**src/shared/lcdd_regs.svh**
```systemverilog
// Behaviour
// - display off drives every segment at non-selection level.
// - base clock derives from clock timer, runs only while its run bit set.
// - frame rate equals base clock over number of time divisions.
// - reset clears display control register to zero.
// - control register holds bias current control and segment/port pin selection.
// - segment-configured pin ignores port output latch.
// - port read of segment-configured pin returns zero.
// - segment-configured pin never gets internal pull-up.
// - 40 display bytes, one per segment, usable as ordinary RAM.
// - display byte bits 7..4 have no storage and read zero.
// - commons selected in fixed repeating order; static drives all four alike.
// - two divisions leave commons 2,3 open; three leave common 3 open.
// - in common n slot, segment selects when its byte bit n is one.
// - bits not scanned in current mode stay free storage.
// - full on voltage only when common and segment both selected.
// - drive polarity alternates so no net DC reaches the panel.
// - each common slot lasts one base clock period; a half phase lasts one whole frame.
// - mode register resets zero; enable, clock select, division mode fields.
// - clock select codes 0..3 divide timer clock by 512,256,128,64.
`ifndef LCDD_REGS_SVH
`define LCDD_REGS_SVH

`define LCDD_MODE_OFS 8'h00
`define LCDD_CTRL_OFS 8'h01
`define LCDD_RAM_BASE 8'h58
`define LCDD_RAM_LAST 8'h7F
`define LCDD_MODE_RST 8'h00
`define LCDD_CTRL_RST 8'h00
`define LCDD_MODE_WMASK 8'hF7
`define LCDD_CTRL_WMASK 8'h1F
`define LCDD_MODE_EN_BIT 7
`define LCDD_MODE_CLK_LSB 4
`define LCDD_MODE_DIV_LSB 0
`define LCDD_CTRL_BIAS_BIT 0
`define LCDD_CTRL_SEG_LSB 1
`define LCDD_MD_4_THIRD 3'h0
`define LCDD_MD_3_THIRD 3'h1
`define LCDD_MD_2_HALF 3'h2
`define LCDD_MD_3_HALF 3'h3
`define LCDD_MD_STATIC 3'h4
`define LCDD_TC_512 9'h1FF
`define LCDD_TC_256 9'h0FF
`define LCDD_TC_128 9'h07F
`define LCDD_TC_64 9'h03F

`endif

```
**src/shared/lcdd_pkg.sv**
```systemverilog
package lcdd_pkg;

  // drive rail index handed to the analog stage
  typedef enum logic [1:0] {
    LCDD_VLC0 = 2'h0,
    LCDD_VLC1 = 2'h1,
    LCDD_VLC2 = 2'h2,
    LCDD_VSS = 2'h3
  } lcdd_level_t;

  typedef enum logic [1:0] {
    LCDD_BIAS_NONE = 2'h0,
    LCDD_BIAS_HALF = 2'h1,
    LCDD_BIAS_THIRD = 2'h2
  } lcdd_bias_t;

endpackage : lcdd_pkg

```
**src/rtl/lcdd_ram.sv**
```systemverilog
`timescale 1ns/1ps
`include "lcdd_regs.svh"
module lcdd_ram
  import lcdd_pkg::*;
#(
  parameter int WORDS = 40
)
(
  input wire logic clk_in,
  input wire logic arst_n_in,
  input wire logic wr_in,
  input wire logic rd_in,
  input wire logic hit_in,
  input wire logic [5:0] idx_in,
  input wire logic [3:0] wdata_in,
  input wire logic [7:0] alt_rdata_in,
  input wire logic [1:0] bit_sel_in,
  output logic [7:0] rdata_out,
  output logic [WORDS-1:0] col_out
);

  logic [3:0] mem_q [WORDS];
  logic [7:0] rdata_q;
  logic [WORDS-1:0] col_q;
  wire logic [7:0] ram_rd_w = {4'h0, mem_q[idx_in]};

  // ----------------------------------------
  // storage and column scan
  // ----------------------------------------
  for (genvar i = 0; i < WORDS; i++)
  begin : g_word
    always_ff @(posedge clk_in or negedge arst_n_in)
    begin
      if (!arst_n_in)
      begin
        mem_q[i] <= 4'h0;
        col_q[i] <= 1'b0;
      end
      else
      begin
        if (wr_in && hit_in && idx_in == 6'(i))
          mem_q[i] <= wdata_in;
        col_q[i] <= mem_q[i][bit_sel_in];
      end
    end
  end

  // read data valid only in the cycle after the strobe
  always_ff @(posedge clk_in or negedge arst_n_in)
  begin
    if (!arst_n_in)
      rdata_q <= 8'h00;
    else if (rd_in)
      rdata_q <= hit_in ? ram_rd_w : alt_rdata_in;
    else
      rdata_q <= 8'h00;
  end

  assign rdata_out = rdata_q;
  assign col_out = col_q;

endmodule : lcdd_ram

```
**src/rtl/lcdd_top.sv**
```systemverilog
`timescale 1ns/1ps
`include "lcdd_regs.svh"
module lcdd_top
  import lcdd_pkg::*;
#(
  parameter int SEGS = 40,
  parameter int SHARED = 16
)
(
  input wire logic clk_in,
  input wire logic arst_n_in,
  input wire logic [7:0] addr_in,
  input wire logic [7:0] wdata_in,
  input wire logic wr_in,
  input wire logic rd_in,
  output logic [7:0] rdata_out,
  input wire logic fw_tick_in,
  input wire logic clock_timer_run_bit_in,
  input wire logic [SHARED-1:0] port_latch_in,
  input wire logic [SHARED-1:0] port_dir_in,
  input wire logic pullup_option_port8_in,
  input wire logic pullup_option_port9_in,
  input wire logic [SHARED-1:0] pin_in,
  output logic [2*SEGS-1:0] seg_level_out,
  output logic [SHARED-1:0] seg_drive_en_out,
  output logic [7:0] com_level_out,
  output logic [3:0] com_oe_out,
  output logic drive_phase_out,
  output logic bias_current_control_out,
  output logic [SHARED-1:0] port_out_out,
  output logic [SHARED-1:0] port_oe_out,
  output logic [SHARED-1:0] pullup_en_out,
  output logic [SHARED-1:0] port_read_out
);

  // ----------------------------------------
  // register decode
  // ----------------------------------------
  logic [7:0] display_mode_reg_q;
  logic [7:0] display_control_reg_q;

  wire logic mode_hit_w = (addr_in == `LCDD_MODE_OFS);
  wire logic ctrl_hit_w = (addr_in == `LCDD_CTRL_OFS);
  wire logic ram_hit_w = (addr_in >= `LCDD_RAM_BASE) && (addr_in <= `LCDD_RAM_LAST);
  wire logic [7:0] ram_off_w = addr_in - `LCDD_RAM_BASE;
  wire logic [5:0] ram_idx_w = ram_off_w[5:0];
  wire logic [7:0] alt_rdata_w = mode_hit_w ? display_mode_reg_q :
                                 ctrl_hit_w ? display_control_reg_q : 8'h00;

  always_ff @(posedge clk_in or negedge arst_n_in)
  begin
    if (!arst_n_in)
    begin
      display_mode_reg_q <= `LCDD_MODE_RST;
      display_control_reg_q <= `LCDD_CTRL_RST;
    end
    else if (wr_in)
    begin
      if (mode_hit_w)
        display_mode_reg_q <= wdata_in & `LCDD_MODE_WMASK;
      if (ctrl_hit_w)
        display_control_reg_q <= wdata_in & `LCDD_CTRL_WMASK;
    end
  end

  wire logic display_enable = display_mode_reg_q[`LCDD_MODE_EN_BIT];
  wire logic [2:0] clk_sel_w = display_mode_reg_q[`LCDD_MODE_CLK_LSB +: 3];
  wire logic [2:0] div_mode_w = display_mode_reg_q[`LCDD_MODE_DIV_LSB +: 3];
  wire logic [3:0] seg_grp_w = display_control_reg_q[`LCDD_CTRL_SEG_LSB +: 4];
  // shared pins switch in groups of four, lowest group is segments 24..27
  wire logic [SHARED-1:0] seg_mask_w = {{4{seg_grp_w[3]}}, {4{seg_grp_w[2]}},
                                        {4{seg_grp_w[1]}}, {4{seg_grp_w[0]}}};

  // ----------------------------------------
  // mode decode
  // ----------------------------------------
  logic [1:0] last_slot_w;
  lcdd_bias_t bias_w;

  always_comb
  begin
    last_slot_w = 2'h3;
    bias_w = LCDD_BIAS_THIRD;
    case (div_mode_w)
      `LCDD_MD_4_THIRD:
      begin
        last_slot_w = 2'h3;
        bias_w = LCDD_BIAS_THIRD;
      end
      `LCDD_MD_3_THIRD:
      begin
        last_slot_w = 2'h2;
        bias_w = LCDD_BIAS_THIRD;
      end
      `LCDD_MD_2_HALF:
      begin
        last_slot_w = 2'h1;
        bias_w = LCDD_BIAS_HALF;
      end
      `LCDD_MD_3_HALF:
      begin
        last_slot_w = 2'h2;
        bias_w = LCDD_BIAS_HALF;
      end
      `LCDD_MD_STATIC:
      begin
        last_slot_w = 2'h0;
        bias_w = LCDD_BIAS_NONE;
      end
      default:
      begin
        last_slot_w = 2'h3;
        bias_w = LCDD_BIAS_THIRD;
      end
    endcase
  end

  // ----------------------------------------
  // base clock divider
  // ----------------------------------------
  logic [8:0] fw_cnt_q;
  logic [8:0] term_w;

  always_comb
  begin
    case (clk_sel_w[1:0])
      2'h0: term_w = `LCDD_TC_512;
      2'h1: term_w = `LCDD_TC_256;
      2'h2: term_w = `LCDD_TC_128;
      default: term_w = `LCDD_TC_64;
    endcase
  end

  // a stopped clock timer freezes the scan, as on the real panel
  wire logic fw_step_w = fw_tick_in && clock_timer_run_bit_in;
  wire logic base_tick_w = fw_step_w && (fw_cnt_q >= term_w);

  always_ff @(posedge clk_in or negedge arst_n_in)
  begin
    if (!arst_n_in)
      fw_cnt_q <= 9'h000;
    else if (base_tick_w)
      fw_cnt_q <= 9'h000;
    else if (fw_step_w)
      fw_cnt_q <= fw_cnt_q + 9'h001;
  end

  // ----------------------------------------
  // slot and polarity
  // ----------------------------------------
  logic [1:0] slot_q;
  logic phase_q;
  logic [1:0] slot_dly_q;
  logic phase_dly_q;
  wire logic wrap_w = (slot_q >= last_slot_w);

  always_ff @(posedge clk_in or negedge arst_n_in)
  begin
    if (!arst_n_in)
    begin
      slot_q <= 2'h0;
      phase_q <= 1'b0;
    end
    else if (base_tick_w)
    begin
      // polarity flips once per frame; per-slot flipping leaves DC on even duty
      slot_q <= wrap_w ? 2'h0 : slot_q + 2'h1;
      phase_q <= wrap_w ? ~phase_q : phase_q;
    end
  end

  // aligns slot and phase with the column register in the memory
  always_ff @(posedge clk_in or negedge arst_n_in)
  begin
    if (!arst_n_in)
    begin
      slot_dly_q <= 2'h0;
      phase_dly_q <= 1'b0;
    end
    else
    begin
      slot_dly_q <= slot_q;
      phase_dly_q <= phase_q;
    end
  end

  // ----------------------------------------
  // display memory
  // ----------------------------------------
  logic [SEGS-1:0] col_w;

  lcdd_ram #(
    .WORDS(SEGS)
  ) u_ram (
    .clk_in(clk_in),
    .arst_n_in(arst_n_in),
    .wr_in(wr_in),
    .rd_in(rd_in),
    .hit_in(ram_hit_w),
    .idx_in(ram_idx_w),
    .wdata_in(wdata_in[3:0]),
    .alt_rdata_in(alt_rdata_w),
    .bit_sel_in(slot_q),
    .rdata_out(rdata_out),
    .col_out(col_w)
  );

  // ----------------------------------------
  // drive level encoding
  // ----------------------------------------
  function automatic lcdd_level_t seg_code(input logic on, input logic ph,
                                           input lcdd_bias_t b);
    if (on)
      seg_code = ph ? LCDD_VLC0 : LCDD_VSS;
    else if (b == LCDD_BIAS_THIRD)
      seg_code = ph ? LCDD_VLC2 : LCDD_VLC1;
    else
      seg_code = ph ? LCDD_VSS : LCDD_VLC0;
  endfunction : seg_code

  function automatic lcdd_level_t com_code(input logic sel, input logic ph,
                                           input lcdd_bias_t b);
    if (sel)
      com_code = ph ? LCDD_VSS : LCDD_VLC0;
    else if (b == LCDD_BIAS_THIRD)
      com_code = ph ? LCDD_VLC1 : LCDD_VLC2;
    else
      com_code = LCDD_VLC1;
  endfunction : com_code

  logic [2*SEGS-1:0] seg_level_q;
  logic [SEGS-1:0] seg_act_q;
  logic [7:0] com_level_q;
  logic [3:0] com_oe_q;
  logic drive_phase_q;

  wire logic [SEGS-1:0] seg_on_w = display_enable ? col_w : '0;

  for (genvar i = 0; i < SEGS; i++)
  begin : g_seg
    always_ff @(posedge clk_in or negedge arst_n_in)
    begin
      if (!arst_n_in)
      begin
        seg_level_q[2*i +: 2] <= LCDD_VLC0;
        seg_act_q[i] <= 1'b0;
      end
      else
      begin
        seg_level_q[2*i +: 2] <= seg_code(seg_on_w[i], phase_dly_q, bias_w);
        seg_act_q[i] <= seg_on_w[i];
      end
    end
  end

  for (genvar k = 0; k < 4; k++)
  begin : g_com
    wire logic sel_w = (bias_w == LCDD_BIAS_NONE) || (slot_dly_q == 2'(k));
    always_ff @(posedge clk_in or negedge arst_n_in)
    begin
      if (!arst_n_in)
      begin
        com_level_q[2*k +: 2] <= LCDD_VLC0;
        com_oe_q[k] <= 1'b0;
      end
      else
      begin
        com_level_q[2*k +: 2] <= com_code(sel_w, phase_dly_q, bias_w);
        com_oe_q[k] <= (bias_w == LCDD_BIAS_NONE) || (2'(k) <= last_slot_w);
      end
    end
  end

  always_ff @(posedge clk_in or negedge arst_n_in)
  begin
    if (!arst_n_in)
      drive_phase_q <= 1'b0;
    else
      drive_phase_q <= phase_dly_q;
  end

  // ----------------------------------------
  // shared port pins
  // ----------------------------------------
  logic [SHARED-1:0] pin_s1_q, pin_s2_q, pin_s3_q, pin_q;
  logic [SHARED-1:0] port_out_q, port_oe_q, pullup_q, port_read_q, seg_en_q;
  logic bias_q;
  wire logic [SHARED-1:0] pu_opt_w = {{8{pullup_option_port8_in}},
                                      {8{pullup_option_port9_in}}};

  always_ff @(posedge clk_in or negedge arst_n_in)
  begin
    if (!arst_n_in)
    begin
      pin_s1_q <= '0;
      pin_s2_q <= '0;
      pin_s3_q <= '0;
      pin_q <= '0;
    end
    else
    begin
      pin_s1_q <= pin_in;
      pin_s2_q <= pin_s1_q;
      pin_s3_q <= pin_s2_q;
      // take the new level only once stages two and three agree, else hold
      pin_q <= (pin_q & (pin_s2_q ^ pin_s3_q)) | (pin_s3_q & ~(pin_s2_q ^ pin_s3_q));
    end
  end

  always_ff @(posedge clk_in or negedge arst_n_in)
  begin
    if (!arst_n_in)
    begin
      port_out_q <= '0;
      port_oe_q <= '0;
      pullup_q <= '0;
      port_read_q <= '0;
      seg_en_q <= '0;
      bias_q <= 1'b0;
    end
    else
    begin
      port_out_q <= port_latch_in & ~seg_mask_w;
      port_oe_q <= port_dir_in & ~seg_mask_w;
      pullup_q <= pu_opt_w & ~port_dir_in & ~seg_mask_w;
      port_read_q <= pin_q & ~seg_mask_w;
      seg_en_q <= seg_mask_w;
      bias_q <= display_control_reg_q[`LCDD_CTRL_BIAS_BIT];
    end
  end

  assign seg_level_out = seg_level_q;
  assign seg_drive_en_out = seg_en_q;
  assign com_level_out = com_level_q;
  assign com_oe_out = com_oe_q;
  assign drive_phase_out = drive_phase_q;
  assign bias_current_control_out = bias_q;
  assign port_out_out = port_out_q;
  assign port_oe_out = port_oe_q;
  assign pullup_en_out = pullup_q;
  assign port_read_out = port_read_q;
endmodule : lcdd_top

```
**config.mk**
```make
export PLATFORM = sky130hd
export DESIGN_NAME = lcdd_top
export DESIGN_NICKNAME = d
export VERILOG_FILES = /design/src/shared/lcdd_pkg.sv /design/src/rtl/lcdd_ram.sv /design/src/rtl/lcdd_top.sv
export VERILOG_INCLUDE_DIRS = /design/src /design/src/shared
export SDC_FILE = /design/constraint.sdc
export NUM_CORES = 1
export LEC_CHECK = 0
export BUFFER_PORTS_ARGS = -buffer_cell sky130_fd_sc_hd__buf_4
export CAP_MARGIN = 30
export CORE_UTILIZATION = 62
export DETAILED_ROUTE_END_ITERATION = 16
export PLACE_DENSITY = 0.87
export SLEW_MARGIN = 10
export SYNTH_ARGS = -nofsm -noshare
export SYNTH_HDL_FRONTEND = slang
export SYNTH_SLANG_ARGS = --single-unit
```
**constraint.sdc**
```tcl
create_clock -name clk_in -period 3.2 [get_ports clk_in]
set_input_delay 0.48 -clock clk_in [delete_from_list [all_inputs] [get_ports clk_in]]
set_output_delay 0.48 -clock clk_in [all_outputs]
set_load 0.05 [all_outputs]
```
==> metrics.txt <==
synth-to-layout area growth 20.0%; floorplan core area 29600 sq um; Peak supply drop 0.562 mV; logic gate share of total power 13.2%; worst setup path category in2reg; proportion of power drawn by flip-flops and latches 47.2%; number of slew-limit violations in the final report 0; internal power summed over all cells 9.94 mW; I/O pins 254; Max-slew headroom 49.8%; vias in the first global route 11900; clock latency at the later pin of the worst-skew pair 0.55 ns; number of rows created at floorplan 63; most frequent cells after synthesis 461 x dfrtp_1, 172 x mux2_2, 85 x nand2_1; number of nets with antenna violations after routing 0; overall fraction of global-route tracks in use 28.6%; CP max FO 27; post-synthesis cell type with the largest combined area dfrtp_1; most frequently used cell type in the post-synthesis netlist dfrtp_1; Largest stage delay, worst path 0.54 ns; status finished, final reports clean; Die Area 30900 sq um; pwr/cell area 604 nW/um^2; Clock Power Share 39.5%; portion of the clock cycle consumed by the worst path in the final layout 75.7%; Detailed Route Iter0 Violations 860; CTS tree built; post-detailed-placement half-perimeter wirelength 28100 um; combined buffer and inverter count along the critical path 2; total of max-cap violations 0; pin count of the biggest net entering global routing 93; # setup viols final 0; buffer cell driving the clock tree root clkbuf_16; Syn Area/Cell 15.1 sq um; flip-flop and latch count after synthesis 461; die height 176 um; Leak 10.8 nW; actual slew at the worst max-slew pin 0.752 ns; area share of the largest cell type after synthesis 61.6%; initial antenna violation count 2; clock transition at the registers of the reported paths 0.06 ns; worst endpoint required time 3.61 ns; Fin Setup TNS 0 ns; warnings from Yosys 0; P_sw 3.61 mW; portion of the post-synthesis area used by sequential elements 61.6%; Main synth FF type dfrtp_1; global-route wire length before repair 67600 um; Achievable Freq 413 MHz; average detailed-routed wire length per instance 22.6 um; slowest stage cell on the critical path mux4_2; cells along the critical path buf_4 > buf_4 > mux4_2 > mux2i_1 > o21ai_0 > a41oi_1 > nor3b_1; final net count 1557; post-synthesis cell area 18700 sq um; post-synthesis async set-or-reset flop share 100%; total clock sinks 461; total CTS buffers 44; overall routed net length 43000 um; Tightest Hold Check Type in2reg; effective utilization at floorplan 63.2%; Die Span X 176 um; number of post-CTS setup repair buffers 0; Hold Worst Slack 0.0326 ns; cell with the most instances on the worst path buf_4; final weighted congestion in routability-driven placement 0.978; shortest clock period the worst path allows after layout 2.42 ns; Remaining Overflow, GRT 0; Switching Share 26.7%; DRC violations left 0; via count of the routed design 11500; port buffer count 253; setup repair after global routing missed its margin false; final hold violations 0; post-detailed-route via-to-cell ratio 6.02; count of TritonRoute iterations in the first routing pass 5; number of instances in the synthesized netlist 1241; deepest clock path buffer count 3; final clock skew 0.0201 ns; Synth cell types 52; filler instances 1679; cell type group with the largest total delay on the critical path compound AO/OA/AOI/OAI gates; number of enable flip-flop cells after synthesis 0; Worst EP arrival 2.83 ns; top cells by area, synth dfrtp_1 62%, mux2_2 10%, mux4_2 9.9%; launching element type of the critical path input pin; critical path endpoint category flop; CTS H-tree depth 2; share of layout cells above drive strength 1 41.0%
-- layout make-up --
cell class	instances	area, sq um	area share [%]
Timing Repair Buffer	276	2140	9.55
Clock inverter	21	274	1.22
Antenna cell	1	2.50	0.0111
Multi-Input combinational cell	685	6720	29.9
Sequential cell	461	11500	51.4
Clock buffer	60	1250	5.57
Tap cell	390	488	2.17
Inverter	8	30.0	0.134
-- timing repair --
action	4_1_cts	5_1_grt
hold buffers	1	0
endpoints found under the hold margin	65	0
resized for setup	0	0
endpoints found under the setup margin	0	0
-- worst paths after layout --
kind | start | to | slack (ns) | depth (start not counted)
min reg2reg | pin_s1_q[4] | pin_s2_q[4] | 0.35 | 0
min in group asynchronous | arst_n_in | seg_level_out[56] | 0.51 | 2
max | addr_in[0] | u_ram.rdata_out[3] | 0.78 | 7
max in group asynchronous | arst_n_in | port_read_out[13] | 1.74 | 4
max reg2reg | display_mode_reg_q[5] | slot_q[1] | 0.81 | 7
min | pin_in[12] | pin_s1_q[12] | 0.03 | 1
-- stage by stage --
| stage | instances | setup WS (ns) | total power, mW | utilization, % | cell area [sq um] |
|---|---|---|---|---|---|
| final | 1902 | 0.778 | 13.6 | 75.8 | 22500 |
| after global routing | 1901 | 0.670 | 14.0 | 75.7 | 22500 |
| after CTS | 1901 | 0.841 | 13.6 | 75.7 | 22500 |
| after floorplan | 1242 | 1.01 | 7.59 | - | 18700 |
| after global placement | 1819 | 0.449 | 8.22 | 70.6 | 20900 |
| after detailed placement | 1819 | 0.445 | 8.28 | 70.6 | 20900 |
-- cells in the final DEF (no fill, tap or decap), drive strengths merged, types with 10 or more instances in the layout --
master	count
nand3	15
nor2b	55
clkbuf	60
nand2b	13
clkinv	12
maj3	16
o31ai	10
xnor2	42
nand2	85
mux2	172
nor3	14
buf	275
a21oi	10
mux2i	48
dfrtp	461
nor2	35
o21ai	20
mux4	82
-- cell families (layout without fill, tap and decap cells) --
group / after synthesis / in the layout / synth area share [%]
AOI/OAI and AO/OA: 61 / 61 / 2.13
other: 1 / 3 / 0.0200
buffers and inverters: 96 / 365 / 2.48
xor gates and xnor gates: 44 / 44 / 2.06
DFF: 461 / 461 / 61.6
muxes: 302 / 302 / 22.8
and+or+nand+nor: 251 / 251 / 7.45
adders and majority gates: 25 / 25 / 1.46
-- worst register-to-register path: cells and delay by family (launching register included) --
kind	cells	cell delay (ns)
simple gates	4	1.08
flops	1	0.45
compound gates	2	0.43
fa+ha+maj	1	0.31
-- power by group through the flow --
stage,clock (mW),combinational (mW),sequential (mW)
floorplan,0,0.554,7.03
detailed placement,0,1.78,6.50
finish,5.36,1.79,6.41
global route,5.66,1.89,6.44
global placement,0,1.74,6.48
CTS,5.42,1.80,6.40
-- flip-flops by register name, indices dropped and copies added (netlist names), 2 cells and up, named ones only --
signal / cells
u_ram.mem_q: 160
port_read_out: 16
slot_q: 2
pin_s1_q: 16
port_oe_out: 16
seg_drive_en_out: 4
pin_s3_q: 16
pin_s2_q: 16
com_level_out: 8
u_ram.col_out: 40
pullup_en_out: 16
port_out_out: 16
u_ram.rdata_out: 8
fw_cnt_q: 9
com_oe_out: 4
display_mode_reg_q: 7
slot_dly_q: 2
display_control_reg_q: 5
seg_level_out: 80
-- metal layers --
metal | track usage [%] | vias to the layer above | part of all wire (%)
met2 | 46.7 | 552 | 50
met4 | 9.57 | 2 | 3.3
met1 | 38.4 | 5945 | 39
li1 | - | 4853 | -
met5 | 0 | - | 0.030
met3 | 6.39 | 103 | 8.1
Power figures use the tool's default switching activity.
